--- src/pkg/scs_pkg.sv ---
package scs_pkg;

    // ------------------------------------------------------------
    // Conversion geometry and timing
    // ------------------------------------------------------------
    localparam int          SCS_NBITS        = 16;
    localparam int          SCS_IDX_W        = 4;
    localparam int          SCS_CLK_NS       = 50;
    localparam int          SCS_RATE_KSPS    = 500;
    localparam int          SCS_PERIOD_NS    = 1_000_000 / SCS_RATE_KSPS;
    // Whole cycles per sample slot (longest time, rounded down)
    localparam int          SCS_PERIOD_CYC   = SCS_PERIOD_NS / SCS_CLK_NS;
    // Cycles per trial: apply weight, then judge comparator
    localparam int          SCS_TRIAL_CYC    = 2;
    // Open, ground, trials, finish
    localparam int          SCS_CONV_CYC     = 3 + SCS_NBITS * SCS_TRIAL_CYC;
    localparam int          SCS_ACQ_MIN_CYC  = SCS_PERIOD_CYC - SCS_CONV_CYC;

    // ------------------------------------------------------------
    // Code values and reset values
    // ------------------------------------------------------------
    localparam logic [15:0] SCS_SIGN_FLIP    = 16'h8000;
    localparam logic [15:0] SCS_MSB_TRIAL    = 16'h8000;
    localparam logic [15:0] SCS_CODE_POS_MAX = 16'h7FFF;
    localparam logic [15:0] SCS_CODE_NEG_MAX = 16'h8000;
    localparam logic [15:0] SCS_CODE_RST     = 16'h0000;
    localparam logic [3:0]  SCS_IDX_MSB      = 4'hF;
    localparam logic [5:0]  SCS_ACQ_CNT_RST  = 6'h00;

    // Sequencer states
    typedef enum logic [2:0] {
        SCS_ACQ      = 3'b000,
        SCS_OPEN_GND = 3'b001,
        SCS_HOLD     = 3'b010,
        SCS_TRIAL    = 3'b011,
        SCS_FINISH   = 3'b100
    } scs_state_t;

    // Switch controls toward the capacitor arrays
    typedef struct packed {
        logic ground_switch_pos;
        logic ground_switch_neg;
        logic array_to_input;
        logic array_to_ground;
        logic analog_on;
    } scs_switch_t;

    // Result toward the serial side
    typedef struct packed {
        logic [15:0] code;
        logic        done;
        logic        busy;
    } scs_result_t;

endpackage : scs_pkg

--- src/verilog/scs_trial_reg.sv ---
`timescale 1ns/1ns

module scs_trial_reg
#(
    parameter int W = 16
)
(
    // Clock and reset
    input  wire logic                 clk,
    input  wire logic                 reset,
    // Trial control
    input  wire logic                 load,
    input  wire logic                 decide,
    input  wire logic                 comp_high,
    input  wire logic [$clog2(W)-1:0] bit_idx,
    // Trial word driving the array elements
    output logic      [W-1:0]         word_q
);

    wire [W-1:0] word_d;

    // ------------------------------------------------------------
    // Per-bit next value
    // ------------------------------------------------------------
    genvar i;
    generate
        for (i = 0; i < W; i = i + 1)
        begin : g_bit
            localparam logic [$clog2(W)-1:0] IDX = ($clog2(W))'(i);
            // Load sets only the top weight
            if (i == W - 1)
            begin : g_top
                assign word_d[i] = load ? 1'b1 :
                                   (decide && bit_idx == IDX) ? comp_high : word_q[i];
            end
            else
            begin : g_low
                // Keep or clear judged bit, raise the next lower weight
                assign word_d[i] = load ? 1'b0 :
                                   (decide && bit_idx == IDX) ? comp_high :
                                   (decide && bit_idx == IDX + 1'b1) ? 1'b1 : word_q[i];
            end
        end
    endgenerate

    // Register the trial word
    always_ff @(posedge clk)
    begin
        if (reset)
            word_q <= '0;
        else
            word_q <= word_d;
    end

endmodule : scs_trial_reg

--- src/verilog/scs_sequencer.sv ---
`timescale 1ns/1ns

module scs_sequencer
(
    // Clock and reset
    input  wire logic                clk,
    input  wire logic                reset,
    // Near side
    input  wire logic                convert_strobe,
    output scs_pkg::scs_result_t     result_q,
    // Far side: comparator and arrays
    input  wire logic                comp_high,
    output scs_pkg::scs_switch_t     switch_q,
    output logic [15:0]              dac_bits_q
);
    import scs_pkg::*;

    // ------------------------------------------------------------
    // State
    // ------------------------------------------------------------
    scs_state_t       state_q;
    scs_state_t       state_d;
    logic [3:0]       bit_q;
    logic [3:0]       bit_d;
    logic             phase_q;
    logic             phase_d;
    logic [5:0]       acq_cnt_q;
    logic [5:0]       acq_cnt_d;
    logic             strobe_prev_q;
    scs_switch_t      switch_d;
    scs_result_t      result_d;
    logic             strobe_rise;
    logic             acq_ok;
    logic             start;
    logic             decide;
    logic             load;

    // Accept and judge conditions
    assign strobe_rise = convert_strobe && !strobe_prev_q;
    assign acq_ok      = acq_cnt_q >= 6'(SCS_ACQ_MIN_CYC - 1);
    assign start       = state_q == SCS_ACQ && strobe_rise && acq_ok;
    assign decide      = state_q == SCS_TRIAL && phase_q == 1'(SCS_TRIAL_CYC - 1);
    assign load        = state_q == SCS_HOLD;

    // ------------------------------------------------------------
    // Trial word
    // ------------------------------------------------------------
    // keep or clear
    scs_trial_reg #(.W(SCS_NBITS)) u_trial
    (
        .clk       (clk),
        .reset     (reset),
        .load      (load),
        .decide    (decide),
        .comp_high (comp_high),
        .bit_idx   (bit_q),
        .word_q    (dac_bits_q)
    );

    // ------------------------------------------------------------
    // Sequencer next state
    // ------------------------------------------------------------
    always_comb
    begin
        state_d   = state_q;
        bit_d     = bit_q;
        phase_d   = 1'b0;
        acq_cnt_d = acq_cnt_q;
        case (state_q)
            SCS_ACQ:
            begin
                if (acq_cnt_q != 6'h3F)
                    acq_cnt_d = acq_cnt_q + 6'h01;
                if (start)
                    state_d = SCS_OPEN_GND;
            end
            SCS_OPEN_GND:
                state_d = SCS_HOLD;
            SCS_HOLD:
            begin
                state_d = SCS_TRIAL;
                bit_d   = SCS_IDX_MSB;
            end
            SCS_TRIAL:
            begin
                phase_d = !decide;
                if (decide)
                begin
                    if (bit_q == 4'h0)
                        state_d = SCS_FINISH;
                    else
                        bit_d = bit_q - 4'h1;
                end
            end
            SCS_FINISH:
            begin
                state_d   = SCS_ACQ;
                acq_cnt_d = SCS_ACQ_CNT_RST;
            end
            default:
                state_d = SCS_ACQ;
        endcase
    end

    always_ff @(posedge clk)
    begin
        if (reset)
        begin
            state_q       <= SCS_ACQ;
            bit_q         <= SCS_IDX_MSB;
            phase_q       <= 1'b0;
            acq_cnt_q     <= SCS_ACQ_CNT_RST;
            strobe_prev_q <= 1'b0;
        end
        else
        begin
            state_q       <= state_d;
            bit_q         <= bit_d;
            phase_q       <= phase_d;
            acq_cnt_q     <= acq_cnt_d;
            strobe_prev_q <= convert_strobe;
        end
    end

    // ------------------------------------------------------------
    // Switch and result outputs
    // ------------------------------------------------------------
    always_comb
    begin
        switch_d.ground_switch_pos = state_d == SCS_ACQ;
        switch_d.ground_switch_neg = state_d == SCS_ACQ;
        switch_d.array_to_input    = state_d == SCS_ACQ || state_d == SCS_OPEN_GND;
        switch_d.array_to_ground   = state_d == SCS_HOLD || state_d == SCS_TRIAL
                                     || state_d == SCS_FINISH;
        switch_d.analog_on         = state_d != SCS_ACQ;
        result_d                   = result_q;
        result_d.done              = 1'b0;
        result_d.busy              = state_d != SCS_ACQ;
        if (state_q == SCS_FINISH)
        begin
            result_d.code = dac_bits_q ^ SCS_SIGN_FLIP;
            result_d.done = 1'b1;
        end
    end

    // Output registers
    always_ff @(posedge clk)
    begin
        if (reset)
        begin
            switch_q <= '{1'b1, 1'b1, 1'b1, 1'b0, 1'b0};
            result_q <= '{SCS_CODE_RST, 1'b0, 1'b0};
        end
        else
        begin
            switch_q <= switch_d;
            result_q <= result_d;
        end
    end
endmodule : scs_sequencer

--- config.mk ---
export PLATFORM = sky130hd
export DESIGN_NAME = scs_sequencer
export DESIGN_NICKNAME = d
export VERILOG_FILES = /design/src/pkg/scs_pkg.sv /design/src/verilog/scs_trial_reg.sv /design/src/verilog/scs_sequencer.sv
export SDC_FILE = /design/constraint.sdc
export NUM_CORES = 1
export LEC_CHECK = 0
export BUFFER_PORTS_ARGS = -buffer_cell sky130_fd_sc_hd__buf_2
export CAP_MARGIN = 20
export CELL_PAD_IN_SITES_DETAIL_PLACEMENT = 1
export CELL_PAD_IN_SITES_GLOBAL_PLACEMENT = 1
export CORE_AREA = 2 2 111 91
export DETAILED_ROUTE_END_ITERATION = 12
export DIE_AREA = 0 0 113 93
export GPL_TIMING_DRIVEN = 0
export PLACE_DENSITY_LB_ADDON = 0.1
export SYNTH_ARGS = -nofsm -noshare
export SYNTH_HDL_FRONTEND = slang
export SYNTH_SLANG_ARGS = --single-unit
export TNS_END_PERCENT = 10
--- constraint.sdc ---
create_clock -name clk -period 2.1 [get_ports clk]
set_input_delay 0.105 -clock clk [delete_from_list [all_inputs] [get_ports clk]]
set_output_delay 0.105 -clock clk [all_outputs]
set_load 0.01 [all_outputs]
=== Word-level counts from Yosys, hierarchy flattened ===
Cells that the tools add are included.

* Output and inout port bits: 39
* Word-level logic and storage cells: 152
* Input bits: 4
* Flip-flop bits (word level): 52

* Order comparisons: 1
* Multiplexer cells: 42
* Equality and inequality tests: 27
* Add/sub/neg operators: 2
* Bitwise logic cells: 2
* Reduce and logical (&&, ||, !) cells: 51

{| class="wikitable"
|+ Operator list
! cell !! number
|-
| 2-bit nonzero test || 18
|-
| 1-bit two-way mux || 33
|-
| 4-bit == test, second input constant || 8
|-
| 1-bit logical AND || 20
|-
| 4-bit by 3-bit == test with 1-bit output, second input constant || 4
|-
| 3-bit by 2-bit == test with 1-bit output, second input constant || 4
|-
| 3-bit case mux with 4 select lines || 1
|-
| 6-bit case mux with 2 select lines || 1
|-
| 3-bit two-way mux || 3
|-
| 4-bit by 2-bit == test with 1-bit output, second input constant || 2
|-
| 4-bit two-way mux || 2
|-
| 4-bit case mux with 2 select lines || 1
|-
| 6-bit by 1-bit adder with 6-bit output, second input constant || 1
|-
| 3-bit by 1-bit == test with 1-bit output, second input constant || 2
|-
| 3-bit == test, second input constant || 2
|-
| 6-bit by 3-bit greater-or-equal comparator with 1-bit output, second input constant || 1
|-
| 3-bit zero test || 2
|-
| 6-bit two-way mux || 1
|-
| 6-bit inequality test, second input constant || 1
|-
| 4-bit by 1-bit == test with 1-bit output, second input constant || 1
|-
| 4-bit zero test || 1
|-
| 2-bit inequality test, second input constant || 2
|-
| 2-bit OR reduction || 2
|-
| 4-bit by 1-bit subtractor with 4-bit output, second input constant || 1
|-
| 7 further kinds || 11
|}

=== Depth between registers and ports, before layout ===
Gate-level depths: netlist of the first run.

* Depth after elaboration: 9
* Depth in mapped cells: 7
* Depth with buffers taken out: 6

=== Cells and area by module ===
A second synthesis of the first run with hierarchy kept.

* Cells, all modules: 268
* Area, all modules: 2,399.8 µm²

{| class="wikitable"
|+ Modules (own cells, without submodules)
! module !! seq. area each (µm²) !! cells each !! area each (µm²) !! times used
|-
| scs_sequencer || 720.7 || 180 || 1,547.7 || 1
|-
| scs_trial_reg || 320.3 || 88 || 852.1 || 1
|}

=== Least setup slack after synthesis of the first run ===
No wires, ideal clock.

* Path type: reg-to-reg
* Start point: register bit_q[0]
* End point: register bit_q[3]
* Arrival: 1.538 ns
* Path slack: 0.442 ns
* Setup time: 0.119 ns
* Path buffers: 1
* Period minus slack after synthesis: 1.658 ns
* Data required time: 1.981 ns
* Stages on the path, launching flop included: 8
* Cells stage by stage: dfxtp_1 -> inv_1 -> ha_1 -> clkbuf_1 -> and2_4 -> a221oi_4 -> and3_1 -> o21bai_1

* Longest elaborated chain between the ends: 4
* Elaborated cells between the ends (all ways): 7
* Classes of those cells: 1 x add/sub; 1 x eq/ne; 3 x mux; 2 x reduce/logical

{| class="wikitable"
|+ RTL lines
! element !! RTL line !! text
|-
| from (decl) || scs_sequencer.sv:23 || <nowiki>logic [3:0] bit_q;</nowiki>
|-
| from (signal assigned) || scs_sequencer.sv:118 || <nowiki>bit_q <= bit_d;</nowiki>
|-
| 4-bit by 1-bit subtractor with 4-bit output || scs_sequencer.sv:92 || <nowiki>bit_d = bit_q - 4'h1;</nowiki>
|-
| 4-bit two-way mux || scs_sequencer.sv:89 || <nowiki>if (bit_q == 4'h0)</nowiki>
|-
| 4-bit two-way mux || scs_sequencer.sv:87 || <nowiki>if (decide)</nowiki>
|-
| 4-bit case mux with 2 select lines || scs_sequencer.sv:69 || <nowiki>case (state_q)</nowiki>
|}

Several ways; a longest one is shown, not always the timed one. The select of a mux whose other input is x is not followed.
A chain may end at the register's enable or synchronous reset.

=== Final worst setup path of the first run ===
Ends and elaborated chain as after synthesis.

==> flow_results.xml, run 1 <==
<?xml version="1.0" encoding="UTF-8"?>
<metrics>
  <group name="run_status">
    <metric name="status" unit="">finished with violations</metric>
    <metric name="violated_checks" unit="">design-rule violations</metric>
  </group>
  <group name="setup_path">
    <metric name="critPathRequiredTime" unit="ps">2280</metric>
    <metric name="crit_path_end_kind" unit="">register</metric>
    <metric name="cp_startpoint" unit="">bit_q[0]</metric>
    <metric name="critical_path.startpoint_type" unit="">register</metric>
    <metric name="crit_type" unit="">reg -&gt; reg</metric>
    <metric name="critical_path_peak_fanout" unit="">9</metric>
    <metric name="cp.arrival" unit="ps">2120</metric>
    <metric name="rr_startpoint" unit="">bit_q[0]</metric>
    <metric name="reg2reg_depth" unit="">7</metric>
  </group>
  <group name="timing">
    <metric name="maxSlewViolCount" unit="">0</metric>
    <metric name="fin_worst_skew" unit="ps">5.59</metric>
    <metric name="setup_viol_count_final" unit="">0</metric>
    <metric name="max_slew_margin" unit="%">59.3</metric>
    <metric name="whs" unit="ps">47.3</metric>
    <metric name="finalHoldViolCount" unit="">0</metric>
    <metric name="min_period" unit="ps">1940</metric>
    <metric name="timing_worst_slew_pin_value" unit="ps">611</metric>
    <metric name="fin_crit_sh" unit="%">92.5</metric>
    <metric name="tns" unit="ps">0</metric>
    <metric name="finalWorstSetupSlack" unit="ps">157</metric>
    <metric name="max_freq" unit="MHz">515</metric>
    <metric name="grt_setup_unrepaired" unit="">no</metric>
  </group>
  <group name="drt">
    <metric name="routedWlPerCell" unit="µm">15.3</metric>
    <metric name="routed_wl" unit="mm">6.66</metric>
    <metric name="routed-via-count" unit="">1994</metric>
    <metric name="remaining_drc_errors" unit="">1</metric>
    <metric name="ant_nets" unit="">0</metric>
    <metric name="drt-pass1-iter-count" unit="">8</metric>
    <metric name="dr.first_iter.drc_count" unit="">63</metric>
    <metric name="routed_via_density" unit="">4.58</metric>
  </group>
  <group name="synth">
    <metric name="synth.ff_latch_count" unit="">52</metric>
    <metric name="syn-mean-instance-area" unit="µm²">8.65</metric>
    <metric name="synth_seq_area_share" unit="%">45.2</metric>
    <metric name="post_synth_main_area_contributors" unit="">sky130_fd_sc_hd__dfxtp_1 45%, sky130_fd_sc_hd__a21oi_1 7.8%, sky130_fd_sc_hd__nand2_1 6.5%</metric>
    <metric name="ys_types" unit="">48</metric>
    <metric name="synth_top_area_cell" unit="">sky130_fd_sc_hd__dfxtp_1</metric>
    <metric name="post_synth_instance_area" unit="µm²">2300</metric>
    <metric name="synth_fp_nets" unit="">277</metric>
    <metric name="synth_ff_type" unit="">sky130_fd_sc_hd__dfxtp_1</metric>
    <metric name="yosysWarnings" unit="">0</metric>
    <metric name="synth_edf_count" unit="">0</metric>
    <metric name="synthesis.instances" unit="">266</metric>
    <metric name="yosysTopAreaCellShare" unit="%">45.2</metric>
    <metric name="synthArstFlopShare" unit="%">0</metric>
  </group>
  <group name="clock_network">
    <metric name="cts_inserted_buffers" unit="">5</metric>
    <metric name="cts.sinks" unit="">52</metric>
    <metric name="postCtsSetupBuffers" unit="">0</metric>
    <metric name="worst_skew_pair.late_latency" unit="ps">290</metric>
    <metric name="holdBufCountCts" unit="">0</metric>
    <metric name="max-clock-path-buffers" unit="">2</metric>
    <metric name="cts_repair_resize_count" unit="">0</metric>
    <metric name="htree_levels" unit="">2</metric>
    <metric name="cts_tree" unit="">done</metric>
    <metric name="cts.root.buffer_cell" unit="">sky130_fd_sc_hd__clkbuf_16</metric>
    <metric name="worst_setup_hold_path_clk_slew" unit="ps">70</metric>
  </group>
  <group name="worst_hold_path">
    <metric name="hold_path_depth" unit="">2</metric>
    <metric name="hp-start" unit="">reset</metric>
    <metric name="hold_wc_path_type" unit="">in -&gt; reg</metric>
  </group>
  <group name="place">
    <metric name="port_buffer_count" unit="">42</metric>
    <metric name="place_hpwl" unit="mm">4.88</metric>
    <metric name="gp_routability_congestion" unit="">0.726</metric>
    <metric name="dpl.cell_count" unit="">427</metric>
    <metric name="dpl_worst_slack" unit="ps">156</metric>
  </group>
  <group name="floorplan">
    <metric name="die_area" unit="µm²">10500</metric>
    <metric name="starting_density" unit="%">24.4</metric>
    <metric name="io-pin-count" unit="">43</metric>
    <metric name="die_height" unit="µm">93</metric>
    <metric name="die_w" unit="µm">113</metric>
    <metric name="fp-row-count" unit="">32</metric>
    <metric name="core_area" unit="µm²">9450</metric>
  </group>
  <group name="power_and_ir_drop">
    <metric name="power.static_leakage" unit="nW">1.25</metric>
    <metric name="p_per_area" unit="nW/µm²">818</metric>
    <metric name="vdd_drop_max" unit="V">0.000306</metric>
  </group>
  <group name="grt">
    <metric name="grt_pass1_vias" unit="">1993</metric>
    <metric name="wire_length_of_the_first_global_routing_pass" unit="mm">10.8</metric>
    <metric name="track_usage" unit="%">13.4</metric>
    <metric name="antenna_found_initial" unit="">0</metric>
    <metric name="largest_net_degree_at_the_start_of_global_routing" unit="">17</metric>
    <metric name="globalRouteOverflowTotal" unit="">0</metric>
  </group>
  <group name="layout">
    <metric name="final_core_utilization" unit="%">30.4</metric>
    <metric name="final.fill_count" unit="">1135</metric>
    <metric name="finalNetCount" unit="">326</metric>
    <metric name="fin_cells" unit="">435</metric>
    <metric name="syn_to_final_growth" unit="%">24.9</metric>
    <metric name="final_common_cell" unit="">sky130_fd_sc_hd__dfxtp_1</metric>
    <metric name="num_antenna_cells" unit="">0</metric>
    <metric name="final_cell_mix" unit="">52 x sky130_fd_sc_hd__dfxtp_1, 47 x sky130_fd_sc_hd__buf_2, 40 x sky130_fd_sc_hd__nand2_1</metric>
    <metric name="drive_gt1_share" unit="%">25.0</metric>
  </group>
  <group name="flow_run">
    <metric name="number_of_max_capacitance_violations_reported" unit="">0</metric>
  </group>
</metrics>
==> cell usage after synthesis, types with 2 or more instances <==
library cell	instances
sky130_fd_sc_hd__a211oi_1	3
sky130_fd_sc_hd__a21oi_1	36
sky130_fd_sc_hd__a31oi_1	3
sky130_fd_sc_hd__and2_1	2
sky130_fd_sc_hd__and3_1	3
sky130_fd_sc_hd__buf_2	5
sky130_fd_sc_hd__buf_4	7
sky130_fd_sc_hd__clkbuf_1	3
sky130_fd_sc_hd__dfxtp_1	52
sky130_fd_sc_hd__ha_1	7
sky130_fd_sc_hd__inv_1	10
sky130_fd_sc_hd__mux2i_1	3
sky130_fd_sc_hd__nand2_1	40
sky130_fd_sc_hd__nand2b_1	7
sky130_fd_sc_hd__nand3_1	2
sky130_fd_sc_hd__nand4_1	2
sky130_fd_sc_hd__nor2_1	22
sky130_fd_sc_hd__nor2b_1	2
sky130_fd_sc_hd__nor3_1	18
sky130_fd_sc_hd__nor3_2	4
sky130_fd_sc_hd__nor4_1	2
sky130_fd_sc_hd__o21a_1	2
sky130_fd_sc_hd__o21bai_1	3
sky130_fd_sc_hd__or2_2	4
==> flip-flops by register name, summed over array words and instances (netlist names) <==
register / cells
switch_q: 4
acq_cnt_q: 6
state_q: 3
result_q: 17
strobe_prev_q: 1
u_trial.word_q: 16
phase_q: 1
bit_q: 4
==> layer usage <==
metal	global-route usage (%)	vias up	wire [µm]	share of wire, %
met5	0	-	0	0
met4	3.96	0	80	1.2
met3	2.72	7	222	3.3
met2	18.4	29	2670	40
met1	20.7	953	3690	55
li1	-	1005	-	-
==> cell families after synthesis <==
kind of cell / count (synthesis) / synth area share (%)
AOI/OAI and AO/OA: 56 / 15.4
and+or+nand+nor: 120 / 27.8
muxes: 3 / 1.30
buffers and inverters: 27 / 6.14
DFF: 52 / 45.2
xor gates and xnor gates: 1 / 0.381
adders and majority gates: 7 / 3.80
==> cell type report <==
cell class	count	area, µm²	share of cell area, %
tap	119	149	5.18
clock buffer	5	125	4.35
inverter	10	37.5	1.30
clock inverter	3	90.1	3.13
multi-input combinational	187	1120	38.9
sequential	52	1040	36.2
timing repair buffer	42	210	7.31
buffer	17	104	3.61
==> final timing paths <==
kind                                      to  slack [ps]
worst max-delay path                bit_q[3]         160
worst min-delay path             switch_q[1]          50
worst min register to register  result_q[15]         450
worst max register to register      bit_q[3]         160
==> critical path: stages (launching register included) <==
cell and delay [ps]:
sky130_fd_sc_hd__dfxtp_1 430, sky130_fd_sc_hd__inv_1 110, sky130_fd_sc_hd__ha_1 200, sky130_fd_sc_hd__clkbuf_1 230
sky130_fd_sc_hd__and2_4 220, sky130_fd_sc_hd__a221oi_4 360, sky130_fd_sc_hd__and3_1 220, sky130_fd_sc_hd__o21bai_1 60
==> power by group <==
part / internal, W / switching [W]
Combinational: 0.0000534 / 0.0000819
Sequential: 0.00100 / 0.0000196
Clock: 0.000804 / 0.000388
Total: 0.00186 / 0.000490
==> stage by stage <==
stage               total power [W]  cell area, µm²
floorplan                   0.00114            2300
finish                      0.00235            2880
global route                0.00244            2880
CTS                         0.00239            2880
global placement            0.00118            2660
detailed placement          0.00118            2660
Power figures use the tool's default switching activity.
==> inputs of run 2 (changes only) <==
CORE_AREA = 2 2 105 97   (was 2 2 111 91)
DIE_AREA = 0 0 107 99   (was 0 0 113 93)
==> run 2 against run 1 <==
The run now ends clean. First-iteration DRC count is 14% lower. Sequential power is essentially flat. Clock skew increased by 1.4 ps. Maximum frequency is 6.0% higher. Combinational power about the same. Non-clock buffer count unchanged. Cell count up 1.6%. Cell area decreased by 3.6%. Die area is 0.80% higher. Wire length down 5.0%. Clock-buffer cell count increased by 1. Total power is 24% lower. Critical path type unchanged. Largest cell class unchanged. Largest power group is now sequential cells. Highest routed layer unchanged.
==> flow_results.xml, run 2 (synthesis gave the netlist of run 1 again) <==
<?xml version="1.0" encoding="UTF-8"?>
<metrics>
  <group name="grt">
    <metric name="track_usage" unit="%">12.7</metric>
    <metric name="grt_pass1_vias" unit="">2012</metric>
    <metric name="globalRouteOverflowTotal" unit="">0</metric>
    <metric name="antenna_found_initial" unit="">0</metric>
    <metric name="wire_length_of_the_first_global_routing_pass" unit="mm">10.5</metric>
    <metric name="largest_net_degree_at_the_start_of_global_routing" unit="">17</metric>
  </group>
  <group name="timing">
    <metric name="min_period" unit="ps">1830</metric>
    <metric name="max_slew_margin" unit="%">55.2</metric>
    <metric name="tns" unit="ps">0</metric>
    <metric name="fin_crit_sh" unit="%">87.2</metric>
    <metric name="finalHoldViolCount" unit="">0</metric>
    <metric name="fin_worst_skew" unit="ps">6.95</metric>
    <metric name="maxSlewViolCount" unit="">0</metric>
    <metric name="timing_worst_slew_pin_value" unit="ps">672</metric>
    <metric name="max_freq" unit="MHz">546</metric>
    <metric name="finalWorstSetupSlack" unit="ps">268</metric>
    <metric name="setup_viol_count_final" unit="">0</metric>
    <metric name="grt_setup_unrepaired" unit="">no</metric>
  </group>
  <group name="clock_network">
    <metric name="cts.sinks" unit="">52</metric>
    <metric name="cts.root.buffer_cell" unit="">sky130_fd_sc_hd__clkbuf_8</metric>
    <metric name="cts_tree" unit="">done</metric>
    <metric name="max-clock-path-buffers" unit="">2</metric>
    <metric name="worst_skew_pair.late_latency" unit="ps">310</metric>
    <metric name="htree_levels" unit="">2</metric>
    <metric name="postCtsSetupBuffers" unit="">0</metric>
    <metric name="cts_inserted_buffers" unit="">5</metric>
    <metric name="worst_setup_hold_path_clk_slew" unit="ps">100</metric>
  </group>
  <group name="floorplan">
    <metric name="die_height" unit="µm">99</metric>
    <metric name="starting_density" unit="%">24.3</metric>
    <metric name="die_w" unit="µm">107</metric>
    <metric name="fp-row-count" unit="">34</metric>
    <metric name="core_area" unit="µm²">9490</metric>
    <metric name="io-pin-count" unit="">43</metric>
    <metric name="die_area" unit="µm²">10600</metric>
  </group>
  <group name="setup_path">
    <metric name="crit_family" unit="">flip-flops</metric>
    <metric name="crit_type" unit="">reg -&gt; reg</metric>
    <metric name="critical_path.startpoint_type" unit="">register</metric>
    <metric name="critPathCapture" unit="">bit_q[3]</metric>
    <metric name="crit_path_end_kind" unit="">register</metric>
    <metric name="r2r-end" unit="">bit_q[3]</metric>
    <metric name="critical_path_peak_fanout" unit="">9</metric>
    <metric name="worst_path_max_delay_cell" unit="">sky130_fd_sc_hd__dfxtp_1</metric>
    <metric name="cp_num_cells" unit="">6</metric>
    <metric name="timing.critical_path.cells" unit="">inv_1 -&gt; ha_1 -&gt; and2_4 -&gt; a221oi_4 -&gt; and3_1 -&gt; o21bai_1</metric>
    <metric name="reg2reg_depth" unit="">6</metric>
    <metric name="critPathRequiredTime" unit="ps">2300</metric>
    <metric name="max_stage_delay" unit="ps">430</metric>
    <metric name="worst-path-buf-inv" unit="">1</metric>
    <metric name="rrSetupSlack" unit="ps">270</metric>
    <metric name="cp.arrival" unit="ps">2030</metric>
    <metric name="rr_startpoint" unit="">bit_q[0]</metric>
    <metric name="cp_startpoint" unit="">bit_q[0]</metric>
  </group>
  <group name="layout">
    <metric name="largest_registers" unit="">result_q (17), u_trial.word_q (16), acq_cnt_q (6)</metric>
    <metric name="area.sequential" unit="µm²">1040</metric>
    <metric name="syn_to_final_growth" unit="%">20.4</metric>
    <metric name="registers.top_by_ff_count" unit="">result_q</metric>
    <metric name="flip_flop_count_of_the_largest_register_all_copies_and_words_added" unit="">17</metric>
    <metric name="final_common_cell" unit="">sky130_fd_sc_hd__dfxtp_1</metric>
    <metric name="final.fill_count" unit="">1138</metric>
    <metric name="final_cell_mix" unit="">52 x sky130_fd_sc_hd__dfxtp_1, 47 x sky130_fd_sc_hd__buf_2, 40 x sky130_fd_sc_hd__nand2_1</metric>
    <metric name="multi_input_comb_area" unit="µm²">1120</metric>
    <metric name="finalNetCount" unit="">326</metric>
    <metric name="final_core_utilization" unit="%">29.2</metric>
    <metric name="drive_gt1_share" unit="%">25.0</metric>
    <metric name="num_antenna_cells" unit="">0</metric>
  </group>
  <group name="place">
    <metric name="port_buffer_count" unit="">42</metric>
    <metric name="dpl_worst_slack" unit="ps">147</metric>
    <metric name="place_hpwl" unit="mm">4.76</metric>
    <metric name="gp_routability_congestion" unit="">0.758</metric>
  </group>
  <group name="power_and_ir_drop">
    <metric name="vdd_drop_max" unit="V">0.000268</metric>
    <metric name="power.static_leakage" unit="nW">1.20</metric>
    <metric name="p_per_area" unit="nW/µm²">643</metric>
  </group>
  <group name="run_status">
    <metric name="status" unit="">complete, no violations</metric>
  </group>
  <group name="drt">
    <metric name="ant_nets" unit="">0</metric>
    <metric name="drt-pass1-iter-count" unit="">4</metric>
    <metric name="routed_wl" unit="mm">6.33</metric>
    <metric name="routed-via-count" unit="">1990</metric>
    <metric name="dr.first_iter.drc_count" unit="">54</metric>
    <metric name="routed_via_density" unit="">4.50</metric>
    <metric name="routedWlPerCell" unit="µm">14.3</metric>
    <metric name="remaining_drc_errors" unit="">0</metric>
  </group>
  <group name="worst_hold_path">
    <metric name="hold_wc_path_type" unit="">in -&gt; reg</metric>
  </group>
  <group name="flow_run">
    <metric name="number_of_max_capacitance_violations_reported" unit="">0</metric>
  </group>
</metrics>
## run 2: cell type report
| class | instances | area share [%] |
|---|---|---|
| clock inverter | 2 | 0.496 |
| multi-input combinational | 187 | 40.4 |
| clock buffer | 6 | 2.98 |
| tap | 126 | 5.69 |
| sequential | 52 | 37.5 |
| buffer | 16 | 3.61 |
| timing repair buffer | 43 | 7.94 |
| inverter | 10 | 1.35 |
## run 2: worst min path at each step
stage	from	to	slack, ps	cells past startpoint
global placement	reset	switch_q[1]	330	2
floorplan	reset	switch_q[1]	180	1
CTS	convert_strobe	strobe_prev_q	10	2
finish	convert_strobe	strobe_prev_q	20	2
detailed placement	reset	switch_q[1]	330	2
global route	convert_strobe	strobe_prev_q	40	2
## run 2: repair_timing
item / 4_1_cts / 5_1_grt
endpoints found under the setup margin: 0 / 2
hold buffers: 1 / 0
gates resized for setup: 0 / 0
hold endpoints to repair: 1 / 0
## run 2: where the power goes
part / switching [W] / internal [W] / total [W] / leakage, nW
registers: 0.0000194 / 0.00100 / 0.00102 / 0.420
clock network: 0.000350 / 0.000271 / 0.000621 / 0.0516
logic: 0.0000826 / 0.0000546 / 0.000137 / 0.730
total: 0.000453 / 0.00133 / 0.00178 / 1.20
## run 2: metal layers
layer | global-route usage [%] | part of all wire [%] | vias to the layer above
met2 | 19.3 | 42 | 37
met5 | 0 | 0 | -
li1 | - | - | 1003
met1 | 18.1 | 53 | 943
met3 | 2.78 | 3.9 | 7
met4 | 3.60 | 1.1 | 0
## run 2: worst register-to-register path, delay by kind of cell (launching register included)
family	cells	cell delay [ps]
DFF	1	430
and+or+nand+nor	2	420
AOI/OAI and AO/OA	2	410
adders and majority gates	1	340
buffers and inverters	1	110
## run 2: stage by stage
stage	cell area, µm²	hold WS, ps	total power (W)	instances
2_1_floorplan	2300	182	0.00114	266
3_3_place_gp	2670	335	0.00118	434
3_5_place_dp	2670	329	0.00118	434
4_1_cts	2780	12.2	0.00183	443
5_1_grt	2770	41.3	0.00189	442
6_report	2770	21.9	0.00178	442
==> inputs of run 3 (changes only) <==
MAX_ROUTING_LAYER = met4   (was unset)
==> run 3 against run 2 <==
Sequential power hardly changed. Clock skew is 0.66 ps higher. Clock power hardly changed. Critical path depth stayed put. Total power hardly changed. Combinational power hardly changed. Worst hold slack better by 3.3 ps. Worst setup slack better by 0.81 ps. Largest cell class unchanged. Highest routed layer unchanged.
==> flow_results.xml, run 3 (synthesis gave the netlist of run 1 again) <==
<?xml version="1.0" encoding="UTF-8"?>
<metrics>
  <group name="run_status">
    <metric name="status" unit="">complete, no violations</metric>
  </group>
  <group name="layout">
    <metric name="final.fill_count" unit="">1138</metric>
    <metric name="final_cell_mix" unit="">52 x sky130_fd_sc_hd__dfxtp_1, 47 x sky130_fd_sc_hd__buf_2, 40 x sky130_fd_sc_hd__nand2_1</metric>
    <metric name="drive_gt1_share" unit="%">25.0</metric>
    <metric name="flip_flop_count_of_the_largest_register_all_copies_and_words_added" unit="">17</metric>
    <metric name="finalNetCount" unit="">326</metric>
    <metric name="syn_to_final_growth" unit="%">20.4</metric>
    <metric name="registers.top_by_ff_count" unit="">result_q</metric>
    <metric name="final_common_cell" unit="">sky130_fd_sc_hd__dfxtp_1</metric>
    <metric name="largest_registers" unit="">result_q (17), u_trial.word_q (16), acq_cnt_q (6)</metric>
    <metric name="num_antenna_cells" unit="">0</metric>
  </group>
  <group name="floorplan">
    <metric name="starting_density" unit="%">24.3</metric>
    <metric name="fp-row-count" unit="">34</metric>
    <metric name="die_area" unit="µm²">10600</metric>
    <metric name="die_height" unit="µm">99</metric>
    <metric name="io-pin-count" unit="">43</metric>
    <metric name="die_w" unit="µm">107</metric>
    <metric name="core_area" unit="µm²">9490</metric>
  </group>
  <group name="drt">
    <metric name="dr.first_iter.drc_count" unit="">50</metric>
    <metric name="ant_nets" unit="">0</metric>
    <metric name="routedWlPerCell" unit="µm">14.3</metric>
    <metric name="remaining_drc_errors" unit="">0</metric>
    <metric name="routed_wl" unit="mm">6.32</metric>
    <metric name="drt-pass1-iter-count" unit="">4</metric>
    <metric name="routed_via_density" unit="">4.48</metric>
    <metric name="routed-via-count" unit="">1981</metric>
  </group>
  <group name="power_and_ir_drop">
    <metric name="power.clock.fraction" unit="%">34.9</metric>
    <metric name="p_per_area" unit="nW/µm²">643</metric>
    <metric name="power.static_leakage" unit="nW">1.20</metric>
    <metric name="power.combinational.fraction" unit="%">7.7</metric>
    <metric name="power_report.internal_total" unit="W">0.00133</metric>
    <metric name="switching_power" unit="W">0.000454</metric>
    <metric name="total_power" unit="W">0.00178</metric>
    <metric name="power_frac_seq" unit="%">57.4</metric>
    <metric name="switching_share" unit="%">25.4</metric>
    <metric name="vdd_drop_max" unit="V">0.000268</metric>
  </group>
  <group name="timing">
    <metric name="timing_worst_slew_pin_value" unit="ps">671</metric>
    <metric name="max_freq" unit="MHz">546</metric>
    <metric name="maxSlewViolCount" unit="">0</metric>
    <metric name="max_slew_margin" unit="%">55.3</metric>
    <metric name="fin_worst_skew" unit="ps">7.61</metric>
    <metric name="grt_setup_unrepaired" unit="">no</metric>
    <metric name="finalHoldViolCount" unit="">0</metric>
    <metric name="tns" unit="ps">0</metric>
    <metric name="setup_viol_count_final" unit="">0</metric>
    <metric name="min_period" unit="ps">1830</metric>
    <metric name="fin_crit_sh" unit="%">87.2</metric>
  </group>
  <group name="clock_network">
    <metric name="cts_tree" unit="">done</metric>
    <metric name="worst_skew_pair.late_latency" unit="ps">310</metric>
    <metric name="max-clock-path-buffers" unit="">2</metric>
    <metric name="worst_setup_hold_path_clk_slew" unit="ps">100</metric>
    <metric name="htree_levels" unit="">2</metric>
    <metric name="cts.root.buffer_cell" unit="">sky130_fd_sc_hd__clkbuf_8</metric>
    <metric name="cts_inserted_buffers" unit="">5</metric>
    <metric name="cts.sinks" unit="">52</metric>
    <metric name="cts_repair_resize_count" unit="">0</metric>
  </group>
  <group name="setup_path">
    <metric name="critPathRequiredTime" unit="ps">2300</metric>
    <metric name="cp.arrival" unit="ps">2030</metric>
    <metric name="critical_path.startpoint_type" unit="">register</metric>
    <metric name="crit_type" unit="">reg -&gt; reg</metric>
    <metric name="critical_path_peak_fanout" unit="">9</metric>
    <metric name="crit_path_end_kind" unit="">register</metric>
  </group>
  <group name="grt">
    <metric name="track_usage" unit="%">13.1</metric>
    <metric name="antenna_found_initial" unit="">0</metric>
    <metric name="largest_net_degree_at_the_start_of_global_routing" unit="">17</metric>
    <metric name="wire_length_of_the_first_global_routing_pass" unit="mm">10.5</metric>
    <metric name="grt_pass1_vias" unit="">2012</metric>
    <metric name="globalRouteOverflowTotal" unit="">0</metric>
  </group>
  <group name="place">
    <metric name="gp_routability_congestion" unit="">0.768</metric>
    <metric name="place_hpwl" unit="mm">4.76</metric>
    <metric name="port_buffer_count" unit="">42</metric>
  </group>
  <group name="worst_hold_path">
    <metric name="hold_wc_path_type" unit="">in -&gt; reg</metric>
  </group>
  <group name="flow_run">
    <metric name="number_of_max_capacitance_violations_reported" unit="">0</metric>
  </group>
</metrics>
## run 3: cell counts in the layout (fill, tap and decap cells not counted)
No cell type changed its count.
## run 3: worst paths after layout
kind / startpoint / depth (start not counted) / slack (ps) / end
max: bit_q[0] / 6 / 270 / bit_q[3]
min: convert_strobe / 2 / 30 / strobe_prev_q
max reg2reg: bit_q[0] / 6 / 270 / bit_q[3]
min reg2reg: result_q[11] / 2 / 460 / result_q[11]
## run 3: metal layers
layer / up-vias / global-route usage [%] / wire (µm)
met1: 934 / 18.2 / 3370
met4: 0 / 3.60 / 70
met2: 37 / 19.3 / 2630
met3: 7 / 2.78 / 248
li1: 1003 / - / -
met5: - / - / 0
## run 3: layout make-up
cell class	count	area [µm²]	area share, %
repair buffers	43	220	7.94
multi-input cells	187	1120	40.4
plain buffers	16	100	3.61
clock buffers	6	82.6	2.98
clock inverters	2	13.8	0.496
flip-flops and latches	52	1040	37.5
well taps	126	158	5.69
inverters	10	37.5	1.35
## run 3: through the flow
step	instance area (µm²)	utilization [%]	worst slack [ps]	hold WS, ps	cells
4_1_cts	2780	29.3	123	12.2	443
2_1_floorplan	2300	-	442	182	266
6_report	2770	29.2	269	25.2	442
5_1_grt	2770	29.2	101	41.0	442
3_5_place_dp	2670	28.1	147	329	434
3_3_place_gp	2670	28.1	173	335	434
## run 3: critical path, stage by stage (launching register included)
cell                       delay (ps)
sky130_fd_sc_hd__dfxtp_1          430
sky130_fd_sc_hd__inv_1            110
sky130_fd_sc_hd__ha_1             340
sky130_fd_sc_hd__and2_4           200
sky130_fd_sc_hd__a221oi_4         350
sky130_fd_sc_hd__and3_1           220
sky130_fd_sc_hd__o21bai_1          60
## run 3: timing repair
item | 4_1_cts | 5_1_grt
setup buffers | 0 | 0
setup endpoints to repair | 0 | 2
hold endpoints to repair | 1 | 0
hold buffers | 1 | 0
## run 3: power by group through the flow
| stage | clock, W | sequential [W] | combinational [W] |
|---|---|---|---|
| finish | 0.000622 | 0.00102 | 0.000137 |
| global route | 0.000706 | 0.00103 | 0.000155 |
| CTS | 0.000662 | 0.00102 | 0.000140 |
| detailed placement | 0 | 0.00105 | 0.000137 |
| global placement | 0 | 0.00105 | 0.000136 |
| floorplan | 0 | 0.00104 | 0.0000910 |
